==> src/gsw_defs.vh <==
`ifndef GSW_DEFS_VH
`define GSW_DEFS_VH

// ----------------------------------------------------------------
// status word bit positions
// ----------------------------------------------------------------
`define GSW_BIT_ACTIVE 15
`define GSW_BIT_SIM 14
`define GSW_BIT_FAULT 13
`define GSW_BIT_MODFLT 12
`define GSW_CODE_HI 11
`define GSW_CODE_LO 8
`define GSW_BIT_MULTI 7
`define GSW_BIT_PARAM 6
`define GSW_INFO_HI 5
`define GSW_INFO_LO 0
`define GSW_BYTE_HI_MSB 15
`define GSW_BYTE_HI_LSB 8
`define GSW_BYTE_LO_MSB 7
`define GSW_BYTE_LO_LSB 0

// ----------------------------------------------------------------
// error codes, lower value means higher priority
// ----------------------------------------------------------------
`define GSW_EC_NONE 4'h0
`define GSW_EC_IOC_RAM 4'h1
`define GSW_EC_IOC_REG 4'h2
`define GSW_EC_IOC_FLASH 4'h3
`define GSW_EC_IOC_INT 4'h4
`define GSW_EC_IOC_CMD 4'h5
`define GSW_EC_MODULE 4'h6
`define GSW_EC_PSU 4'h7
`define GSW_EC_MAIN_RAM 4'h8
`define GSW_EC_MAIN_FLASH 4'h9
`define GSW_EC_MAIN_WDOG 4'ha
`define GSW_EC_RED_ARITH 4'hb
`define GSW_EC_RED_NOPART 4'hc
`define GSW_EC_RED_LINK 4'hd
`define GSW_EC_RED_PARAM 4'he
`define GSW_EC_RSVD 4'hf

// general error inputs that are legal: codes 1..5 and 8..e
`define GSW_GEN_MASK 16'h7f3e

// ----------------------------------------------------------------
// widths and reset values
// ----------------------------------------------------------------
`define GSW_INFO_MAX 6'h3f
`define GSW_RESET_WORD 16'h0000
`define GSW_RESET_BYTE 8'h00
`define GSW_NUM_PSU 6
`define GSW_NUM_SLOT 48
`define GSW_COM_SLOT 6'h00
`define GSW_RESET_COUNT 7'h00
`define GSW_SCAN_W 64

`endif

==> src/gsw_byte_ser.v <==
`timescale 1ns/1ns
`include "gsw_defs.vh"

// ----------------------------------------------------------------
// sends one frozen status word as high byte then low byte
// ----------------------------------------------------------------
module gsw_byte_ser (
    input wire core_clk,
    input wire reset,
    input wire start,
    input wire [15:0] word,
    input wire byte_ready,
    output wire byte_valid,
    output wire byte_first,
    output wire [7:0] byte_data,
    output wire done,
    output wire busy
);

    localparam [2:0] ST_IDLE = 3'b001;
    localparam [2:0] ST_HIGH = 3'b010;
    localparam [2:0] ST_LOW = 3'b100;

    reg [2:0] state_q;
    reg [2:0] state_d;
    reg [7:0] byte_q;
    reg [7:0] byte_d;
    reg [7:0] low_q;
    reg [7:0] low_d;
    reg done_q;
    reg done_d;

    assign byte_valid = (state_q == ST_HIGH) | (state_q == ST_LOW);
    assign byte_first = (state_q == ST_HIGH);
    assign byte_data = byte_q;
    assign done = done_q;
    assign busy = (state_q != ST_IDLE);

    always @* begin
        state_d = state_q;
        byte_d = byte_q;
        low_d = low_q;
        done_d = 1'b0;
        case (state_q)
            ST_IDLE: begin
                if (start) begin
                    byte_d = word[`GSW_BYTE_HI_MSB:`GSW_BYTE_HI_LSB];
                    low_d = word[`GSW_BYTE_LO_MSB:`GSW_BYTE_LO_LSB];
                    state_d = ST_HIGH;
                end
            end
            ST_HIGH: begin
                if (byte_ready) begin
                    byte_d = low_q;
                    state_d = ST_LOW;
                end
            end
            ST_LOW: begin
                if (byte_ready) begin
                    state_d = ST_IDLE;
                    done_d = 1'b1;
                end
            end
            default: begin
                state_d = ST_IDLE;
            end
        endcase
    end

    always @(posedge core_clk) begin
        if (reset) begin
            state_q <= ST_IDLE;
            byte_q <= `GSW_RESET_BYTE;
            low_q <= `GSW_RESET_BYTE;
            done_q <= 1'b0;
        end else begin
            state_q <= state_d;
            byte_q <= byte_d;
            low_q <= low_d;
            done_q <= done_d;
        end
    end

endmodule

==> src/gsw_encoder.v <==
`timescale 1ns/1ns
`include "gsw_defs.vh"

module gsw_encoder #(
    parameter NUM_SLOT = `GSW_NUM_SLOT
) (
    input wire core_clk,
    input wire reset,
    input wire red_active,
    input wire [NUM_SLOT-1:0] sim_mask,
    input wire param_busy,
    input wire [15:0] gen_err,
    input wire [NUM_SLOT-1:0] mod_fault,
    input wire [`GSW_NUM_PSU-1:0] psu_fault,
    input wire dx_start,
    input wire dx_byte_ready,
    output wire dx_byte_valid,
    output wire dx_byte_first,
    output wire [7:0] dx_byte,
    output wire dx_done,
    output wire dx_busy,
    output wire [15:0] status_word,
    output wire [6:0] fault_count
);

    // ----------------------------------------------------------------
    // local sizes
    // ----------------------------------------------------------------
    // scan width of both helpers; NUM_SLOT must stay at or below it
    localparam SCAN_W = `GSW_SCAN_W;
    localparam PAD_MOD = SCAN_W - NUM_SLOT;
    localparam PAD_GEN = SCAN_W - 16;
    localparam PAD_PSU = SCAN_W - `GSW_NUM_PSU;

    // ----------------------------------------------------------------
    // helpers
    // ----------------------------------------------------------------
    function [6:0] pop_count;
        input [SCAN_W-1:0] v;
        integer i;
        begin
            pop_count = 7'h00;
            for (i = 0; i < SCAN_W; i = i + 1) begin
                if (v[i]) begin
                    pop_count = pop_count + 7'h01;
                end
            end
        end
    endfunction

    // lowest set index wins; the loop runs downward so it is kept last
    function [6:0] first_set;
        input [SCAN_W-1:0] v;
        integer i;
        begin
            first_set = 7'h00;
            for (i = SCAN_W - 1; i >= 0; i = i - 1) begin
                if (v[i]) begin
                    first_set = i[6:0];
                end
            end
        end
    endfunction

    // ----------------------------------------------------------------
    // fault sources
    // ----------------------------------------------------------------
    wire [15:0] gen_valid;
    wire [NUM_SLOT-1:0] slot_mask;
    wire [NUM_SLOT-1:0] mod_valid;
    wire [SCAN_W-1:0] mod_wide;
    wire [SCAN_W-1:0] gen_wide;
    wire [SCAN_W-1:0] psu_wide;
    wire any_gen;
    wire any_mod;
    wire any_psu;
    wire psu_only;

    // codes 0, 6, 7 and f never come from the general inputs
    assign gen_valid = gen_err & `GSW_GEN_MASK;
    // slot 0 is this com unit and carries no module
    assign slot_mask = {{(NUM_SLOT-1){1'b1}}, 1'b0};
    assign mod_valid = mod_fault & slot_mask;
    assign mod_wide = {{PAD_MOD{1'b0}}, mod_valid};
    assign gen_wide = {{PAD_GEN{1'b0}}, gen_valid};
    assign psu_wide = {{PAD_PSU{1'b0}}, psu_fault};
    assign any_gen = |gen_valid;
    assign any_mod = |mod_valid;
    assign any_psu = |psu_fault;
    // supply faults alone keep their bitmap even when several are set
    assign psu_only = any_psu & ~any_gen & ~any_mod;

    // ----------------------------------------------------------------
    // error code and counts
    // ----------------------------------------------------------------
    reg [15:0] code_flags;
    reg [SCAN_W-1:0] code_wide;
    reg [6:0] code_idx;
    reg [3:0] code_sel;
    reg [7:0] total;
    reg [6:0] n_gen;
    reg [6:0] n_mod;
    reg [6:0] n_psu;
    reg [6:0] slot_sel;
    reg multi;

    always @* begin
        code_flags = gen_valid;
        // module and supply faults map to their own codes
        code_flags[`GSW_EC_MODULE] = any_mod;
        code_flags[`GSW_EC_PSU] = any_psu;
        code_flags[`GSW_EC_RSVD] = 1'b0;
        code_wide = {{PAD_GEN{1'b0}}, code_flags};
        code_idx = first_set(code_wide);
        code_sel = code_idx[3:0];
        n_gen = pop_count(gen_wide);
        n_mod = pop_count(mod_wide);
        n_psu = pop_count(psu_wide);
        // eight bits hold every source at once without wrapping
        total = {1'b0, n_gen} + {1'b0, n_mod} + {1'b0, n_psu};
        multi = (total > 8'h01);
        slot_sel = first_set(mod_wide);
    end

    // ----------------------------------------------------------------
    // status word assembly
    // ----------------------------------------------------------------
    reg [15:0] word_d;
    reg [5:0] info;
    reg [6:0] count_d;

    always @* begin
        info = 6'h00;
        count_d = (total > {2'b00, `GSW_INFO_MAX}) ?
            {1'b0, `GSW_INFO_MAX} : total[6:0];
        word_d = `GSW_RESET_WORD;
        word_d[`GSW_BIT_ACTIVE] = red_active;
        word_d[`GSW_BIT_SIM] = |sim_mask;
        word_d[`GSW_BIT_FAULT] = (total != 8'h00);
        word_d[`GSW_BIT_MODFLT] = (code_sel == `GSW_EC_MODULE);
        word_d[`GSW_CODE_HI:`GSW_CODE_LO] = code_sel;
        word_d[`GSW_BIT_PARAM] = param_busy;
        if (total == 8'h00) begin
            info = 6'h00;
        end else if (psu_only) begin
            info = psu_fault;
            word_d[`GSW_BIT_MULTI] = 1'b0;
        end else if (multi) begin
            // fault count, saturated at field size
            info = count_d[5:0];
            word_d[`GSW_BIT_MULTI] = 1'b1;
        end else if (any_mod) begin
            // slot of the one faulty module
            info = slot_sel[5:0];
            word_d[`GSW_BIT_MULTI] = 1'b0;
        end else begin
            // a general fault sits in this unit's own slot
            info = `GSW_COM_SLOT;
            word_d[`GSW_BIT_MULTI] = 1'b0;
        end
        word_d[`GSW_INFO_HI:`GSW_INFO_LO] = info;
    end

    // ----------------------------------------------------------------
    // status register
    // ----------------------------------------------------------------
    reg [15:0] word_q;
    // count sits beside the word so the field need not be decoded again
    reg [6:0] count_q;

    always @(posedge core_clk) begin
        if (reset) begin
            word_q <= `GSW_RESET_WORD;
            count_q <= `GSW_RESET_COUNT;
        end else begin
            word_q <= word_d;
            count_q <= count_d;
        end
    end

    assign status_word = word_q;
    assign fault_count = count_q;

    // ----------------------------------------------------------------
    // response head
    // ----------------------------------------------------------------
    // the word is frozen at frame start so both bytes belong to one
    // snapshot; a fault arriving mid-frame shows in the next frame
    // every response opens with the word
    gsw_byte_ser u_ser (
        .core_clk(core_clk),
        .reset(reset),
        .start(dx_start),
        .word(word_q),
        .byte_ready(dx_byte_ready),
        .byte_valid(dx_byte_valid),
        .byte_first(dx_byte_first),
        .byte_data(dx_byte),
        .done(dx_done),
        .busy(dx_busy)
    );

endmodule
==> config.mk <==
export PLATFORM = sky130hd
export DESIGN_NAME = gsw_encoder
export DESIGN_NICKNAME = d
export VERILOG_FILES = /design/src/gsw_byte_ser.v /design/src/gsw_encoder.v
export VERILOG_INCLUDE_DIRS = /design/src /design/src/src
export SDC_FILE = /design/constraint.sdc
export NUM_CORES = 1
export LEC_CHECK = 0
export BUFFER_PORTS_ARGS = -buffer_cell sky130_fd_sc_hd__buf_2
export CAP_MARGIN = 20
export CORE_MARGIN = 1
export CORE_UTILIZATION = 40
export DETAILED_ROUTE_END_ITERATION = 10
export PLACE_DENSITY = 0.62
export SYNTH_ARGS = -nofsm -noshare
export SYNTH_HDL_FRONTEND = slang
export SYNTH_SLANG_ARGS = --single-unit
==> constraint.sdc <==
create_clock -name core_clk -period 37.5 [get_ports core_clk]
set_input_delay 0 -clock core_clk [delete_from_list [all_inputs] [get_ports core_clk]]
set_output_delay 0 -clock core_clk [all_outputs]
set_load 0.01 [all_outputs]
==> results.toml, run 1 <==
[yosys]
synth_cells = 1783
async_flop_share_pct = 0
ys.flop_type = "dfxtp_1"
synth_area_sq_um = 12980
synth_warnings = 0
synth_cell_types = 105
synth_area_per_cell_sq_um = 7.281
yosysSeqAreaShare_pct = 6.631
synth_edf_count = 0
synth-seq-cells = 43

[sta]
finalHoldViolations = 0
clock_skew_ps = 8.201
rsz0062_at_grt = "false"
tightest_slew_ps = 967.5
max-slew-margin-rel_pct = 33.83
finalCritPeriodShare_pct = 80.58
setup_viol = 0
final-max-slew-violation-count = 0
fmax_mhz = 33.09
fin_crit_ps = 30220
finalSetupTns_ps = 0

[critical_path]
path_delay_family = "compound AO/OA/AOI/OAI gates"
cp_num_buf_inv = 8
arrival_ps = 30410
rrSetupSlack_ps = 35440
start_kind = "input pin"
ff2ff_path_depth = 6
cp_max_fo = 9
worstSetupPathType = "input pin to register"
reg2reg_to = "u_ser.byte_data[7]"
cp_common_cell = "ha_1"
cp_slowest_cell = "fa_1"
cp-end-kind = "register"
crit_path_max_incr_delay_ps = 490
required_ps = 37700
r2r_start = "u_ser.state_q[0]"

[clock_network]
cts_tree = "done"
clockRootBuffer = "clkbuf_16"
cts_resized = 0
clk_latency_ps = 290
cts.sinks = 43
cts_buffers = 5
cts_setup_buffers = 0
clock_path_buffers = 2
path_clk_slew_ps = 70
htree_levels = 2

[drt]
via_per_inst = 5.712
totalWireLength_mm = 34.80
wl_per_cell_um = 15.36
first_pass_iters = 5
ant_nets = 0
vias = 12940
drt-initial-drc-count = 798
drc_errors = 0

[final_layout]
final_util_pct = 44.42
syn_to_final_growth_pct = 8.520
finalInstanceArea_sq_um = 14090
nets = 2065
n_fill_cell = 3300
num_antenna_cells = 0
drive_above_1_share_pct = 13.89

[global_routing]
grt_pass1_wl_mm = 57.26
antenna_found_initial = 0
grt_overflow = 0
grt_use_total_pct = 20.26
grt_max_degree = 36
grt_pass1_vias = 12060

[placed_design]
portBuffers = 153
gp_congestion = 0.9015
dp_hpwl_mm = 28.53
postPlaceCellArea_sq_um = 13910

[run]
cap_viol_max_count = 0

[hold_path]
hold_path_end = "status_word[1]"
holdPathStages = 3
min_from = "psu_fault[1]"
hp-class = "input pin to register"

[floorplanning]
die_h_um = 182.2
die_x_um = 182.2
die_area_sq_um = 33180
start_util_pct = 40.93
io_pins = 159
core_sq_um = 31720
fp-row-count = 65

[outcome]
status = "complete, no violations"
[logic make-up after synthesis]
group	synth area share [%]
AOI/OAI and AO/OA	22.53
buffers and inverters	5.175
muxes	4.491
other	0.02889
adders and majority gates	8.086
and+or+nand+nor	28.11
DFF	6.631
xor gates and xnor gates	24.94
[layer usage]
layer  GRT usage (%)  routed length [um]  vias to the layer above  part of all wire [%]
met2           35.48               16170                      321                    46
met3           1.636                1454                       41                   4.2
met5               0                  26                        -                 0.075
met1           26.54               16370                     5957                    47
li1                -                   -                     6622                     -
met4           5.546                 777                        2                   2.2
[registers in the layout, summed over array words and instances, names as in the netlist]
signal / cells
fault_count: 7
status_word: 16
u_ser.byte_data: 8
u_ser.done: 1
u_ser.low_q: 8
u_ser.state_q: 3
[worst max path at each step]
stage                       startpoint        endpoint  slack [ps]  depth (start not counted)
after floorplan           mod_fault[1]  status_word[3]       11200                        154
after global placement    mod_fault[1]  status_word[3]        7560                        154
after detailed placement  mod_fault[1]  status_word[3]        7300                        148
after CTS                 mod_fault[1]  status_word[3]        7460                        150
after global routing      mod_fault[1]  status_word[3]        4680                        154
final                     mod_fault[2]  status_word[3]        7280                        154
[cell type report]
cell class                 count  area (sq um)  area share [%]
inverter                      83         319.1           2.265
sequential                    43         860.8           6.110
timing repair buffer         158         810.8           5.755
clock buffer                   6         128.9          0.9147
multi-input combinational   1572         11450           81.30
tap                          402         503.0           3.570
clock inverter                 2         12.51         0.08881
[per-stage QoR]
stage | cells | setup WS [ps] | hold WS, ps
floorplan | 1784 | 11200 | 79.31
global placement | 2254 | 7556 | 215.8
detailed placement | 2254 | 7300 | 216.3
CTS | 2265 | 7457 | 30.29
global route | 2266 | 4679 | 51.77
finish | 2266 | 7282 | 34.07
[Yosys cell counts (all sizes together) (24+ instances only)]
cell	number	area [sq um]
xor2	90	867.1
nand2	218	818.3
nand2b	24	150.1
dfxtp	43	860.8
clkbuf	63	236.5
o21ai	78	390.4
nor2	155	581.8
xnor2	164	1722
ha	71	888.4
mux2i	41	414.1
a21oi	103	515.5
nand4	29	181.4
nand3	56	285.3
inv	80	307.8
nor2b	33	206.5
nor4	35	219.0
nor3	42	210.2
[tightest hold or removal path, stage by stage]
cell and delay [ps]:
buf_2 110, nor2_1 100, a211oi_1 60
[cells in the final DEF (no fill, tap or decap), types with 7 or more instances in the layout]
| master | synthesis | final |
|---|---|---|
| a211oi_1 | 21 | 21 |
| a21o_1 | 16 | 16 |
| a21oi_1 | 103 | 103 |
| a22oi_1 | 9 | 9 |
| a31oi_1 | 20 | 20 |
| a41oi_1 | 9 | 9 |
| and2_1 | 17 | 17 |
| and3_1 | 20 | 20 |
| buf_2 | 6 | 153 |
| dfxtp_1 | 43 | 43 |
| fa_1 | 7 | 7 |
| ha_1 | 71 | 71 |
| inv_1 | 73 | 73 |
| mux2_2 | 15 | 15 |
| mux2i_1 | 40 | 40 |
| nand2_1 | 218 | 218 |
| nand2b_1 | 24 | 24 |
| nand3_1 | 55 | 55 |
| nand3b_1 | 19 | 19 |
| nand4_1 | 29 | 29 |
| nor2_1 | 155 | 155 |
| nor2b_1 | 33 | 33 |
| nor3_1 | 42 | 42 |
| nor3b_1 | 11 | 11 |
| nor4_1 | 35 | 35 |
| nor4b_1 | 8 | 8 |
| o211a_1 | 7 | 7 |
| o211ai_1 | 20 | 20 |
| o21a_1 | 11 | 11 |
| o21ai_0 | 76 | 76 |
| o21bai_1 | 9 | 9 |
| o22ai_1 | 9 | 9 |
| o31ai_1 | 20 | 20 |
| or2_2 | 13 | 13 |
| or3_1 | 14 | 14 |
| xnor2_1 | 141 | 141 |
| xnor2_2 | 13 | 13 |
| xnor2_4 | 10 | 10 |
| xnor3_1 | 16 | 16 |
| xor2_1 | 84 | 84 |
[timing repair]
action / CTS / global route
hold endpoints to repair: 3 / 0
setup endpoints to repair: 0 / 0
hold buffers: 3 / 0
Power of run 1 is not shown: default switching activity piles up to over one toggle a cycle in this logic, so the estimate is an artifact.
==> run 2: changes to the inputs <==
--- a/config.mk
+++ b/config.mk
@@ -6,6 +6,7 @@
 export SDC_FILE = /design/constraint.sdc
 export NUM_CORES = 1
 export LEC_CHECK = 0
+export ABC_AREA = 1
 export BUFFER_PORTS_ARGS = -buffer_cell sky130_fd_sc_hd__buf_2
 export CAP_MARGIN = 20
 export CORE_MARGIN = 1
==> constraint.sdc (replaced) <==
create_clock -name core_clk -period 29.2 [get_ports core_clk]
set_input_delay 0 -clock core_clk [delete_from_list [all_inputs] [get_ports core_clk]]
set_output_delay 0 -clock core_clk [all_outputs]
set_load 0.01 [all_outputs]
==> run 2 against run 1 <==
  * Worst setup slack lost 3200 ps
  * Clock skew shrank 2.1 ps
  * Count of clock-buffer cells in the layout shrank 1
  * Highest routed layer is now met4
  * Critical path type unchanged
==> results.toml, run 2 <==
[critical_path]
cp_num_buf_inv = 26
start_kind = "input pin"
cp-startpoint = "mod_fault[1]"
arrival_ps = 25350
cp-end-kind = "register"
worstSetupPathType = "input pin to register"
r2r_start = "u_ser.state_q[0]"
path_delay_family = "simple AND/OR/NAND/NOR gates"
required_ps = 29380
crit_path_max_incr_delay_ps = 480
cp_slowest_cell = "fa_1"
cp_max_fo = 7
cp_common_cell = "nand2_1"

[sta]
fmax_mhz = 39.74
finalSetupTns_ps = 0
layout_setup_ws_ps = 4037
rsz0062_at_grt = "false"
clock_skew_ps = 6.120
finalHoldViolations = 0
max-slew-margin-rel_pct = 44.67
final-max-slew-violation-count = 0
finalCritPeriodShare_pct = 86.18
fin_crit_ps = 25160
setup_viol = 0
tightest_slew_ps = 823.7

[final_layout]
register_area_sq_um = 860.8
final_cells = 3056
multi_input_area_sq_um = 10320
syn_to_final_growth_pct = 11.26
final_common_cell = "nand2_1"
drive_above_1_share_pct = 16.69
n_fill_cell = 3549
mostFrequentLayoutCells = "nand2_1 (851), inv_1 (442), nand3_1 (316)"
largest_register_ffs = 16
nets = 2819

[floorplanning]
fp-row-count = 65
core_sq_um = 31880
io_pins = 159
die_x_um = 182.9
die_h_um = 182.9
die_area_sq_um = 33450
start_util_pct = 41.06

[drt]
ant_nets = 0
totalWireLength_mm = 31.78
drc_errors = 0
first_pass_iters = 5
via_per_inst = 4.691
drt-initial-drc-count = 571
wl_per_cell_um = 10.40
vias = 14340

[global_routing]
grt_overflow = 0
grt_pass1_wl_mm = 55.39
grt_max_degree = 27
grt_pass1_vias = 13220
grt_use_total_pct = 18.96
antenna_found_initial = 4

[placed_design]
dp_slack_ps = 3750
dp.cells = 3040
portBuffers = 153
dp_hpwl_mm = 27.75
gp_congestion = 0.8573

[yosys]
synth_area_per_cell_sq_um = 5.315
synth_most_common_cell = "nand2_1"
yosysTopAreaCell = "nand2_1"
synthTopCellsByArea = "nand2_1 (24%), inv_1 (13%), nand3_1 (12%)"
synth_area_sq_um = 13090
yosysSeqAreaShare_pct = 6.576
synthTopCellsByCount = "nand2_1 (851), inv_1 (442), nand3_1 (316)"
synth_top_area_share_pct = 24.40
synth_edf_count = 0
async_flop_share_pct = 0
synth_cell_types = 46
ys.flop_type = "dfxtp_1"
synth-seq-cells = 43
synth_warnings = 0
synth_cells = 2463

[pwr]
sw_frac_of_total_pct = 59.42
comb_power_share_pct = 90.0
fin_total_pwr_w = 0.001492
p_leak_nw = 9.031
clkPwrFrac_pct = 4.2
p_sw_w = 0.0008866
seq_power_share_pct = 5.8
p_int_w = 0.0006056
power_density_nw_per_um2 = 102.5
peakVddDrop_uv = 122.3

[clock_network]
cts_buffers = 5
clock_path_buffers = 2
clockRootBuffer = "clkbuf_16"
cts_resized = 0
cts_setup_buffers = 0
cts_tree = "done"
clk_latency_ps = 290
htree_levels = 2
path_clk_slew_ps = 60
cts-hold-fix-buffers = 4
cts.sinks = 43

[outcome]
status = "complete, no violations"

[run]
cap_viol_max_count = 0

[hold_path]
hp-class = "input pin to register"
min_from = "psu_fault[2]"
[run 2: changes by cell type after synthesis, moves of 35 or more]
cell	before	now
inv_1	73	442
a21oi_1	103	24
nand2_4	0	59
nand3_2	1	36
nand2_1	218	851
nand3_1	55	316
mux2i_1	40	0
nand2_2	0	66
xor2_1	84	23
xnor2_1	141	10
clkbuf_1	63	8
[run 2: through the flow]
| step | instance area (sq um) | util (%) | hold slack, ps |
|---|---|---|---|
| floorplan | 13090 | - | 79.31 |
| global placement | 14340 | 44.99 | 210.2 |
| detailed placement | 14340 | 44.99 | 207.1 |
| CTS | 14550 | 45.64 | 14.50 |
| global route | 14560 | 45.68 | 47.54 |
| finish | 14560 | 45.68 | 26.41 |
[run 2: metal layers]
metal	track usage, %	routed length (um)	vias to the layer above
met5	0	0	-
met3	1.172	952	15
met4	2.833	207	0
met1	23.75	15390	6142
li1	-	-	7993
met2	35.94	15240	187
[run 2: final timing paths]
check	cells past startpoint	endpoint	slack [ps]
min	3	status_word[2]	30
min reg2reg	2	u_ser.byte_data[7]	480
max reg2reg	8	u_ser.byte_data[1]	26910
max	181	status_word[4]	4040
[run 2: cells by family after synthesis]
kind of cell	Yosys count	share of synthesized area, %
and+or+nand+nor	1674	62.98
buffers and inverters	504	14.60
AOI/OAI and AO/OA	130	5.754
adders and majority gates	78	7.857
DFF	43	6.576
xor gates and xnor gates	33	2.208
other	1	0.02865
[run 2: power groups by stage]
stage | Clock [W] | Sequential (W) | Combinational, W
floorplan | 0 | 0.0000914 | 0.00112
global placement | 0 | 0.0000874 | 0.00131
detailed placement | 0 | 0.0000877 | 0.00134
CTS | 0.0000645 | 0.0000866 | 0.00135
global route | 0.0000664 | 0.0000877 | 0.00156
finish | 0.0000629 | 0.0000866 | 0.00134
[run 2: final cells by class]
class	instances	area share, %
multi-input cells	1917	70.88
inverters	492	12.70
flip-flops and latches	43	5.911
clock buffers	5	0.8591
diodes	3	0.05155
repair buffers	158	5.567
clock inverters	3	0.3007
well taps	435	3.737
[run 2: worst reg2reg max path, delay by kind of cell (launching register included)]
kind	cells	cell delay, ps
buffers and inverters	3	580
and+or+nand+nor	3	1000
DFF	1	340
AOI/OAI and AO/OA	2	310
Note: power is estimated with default switching activity, not from simulation.
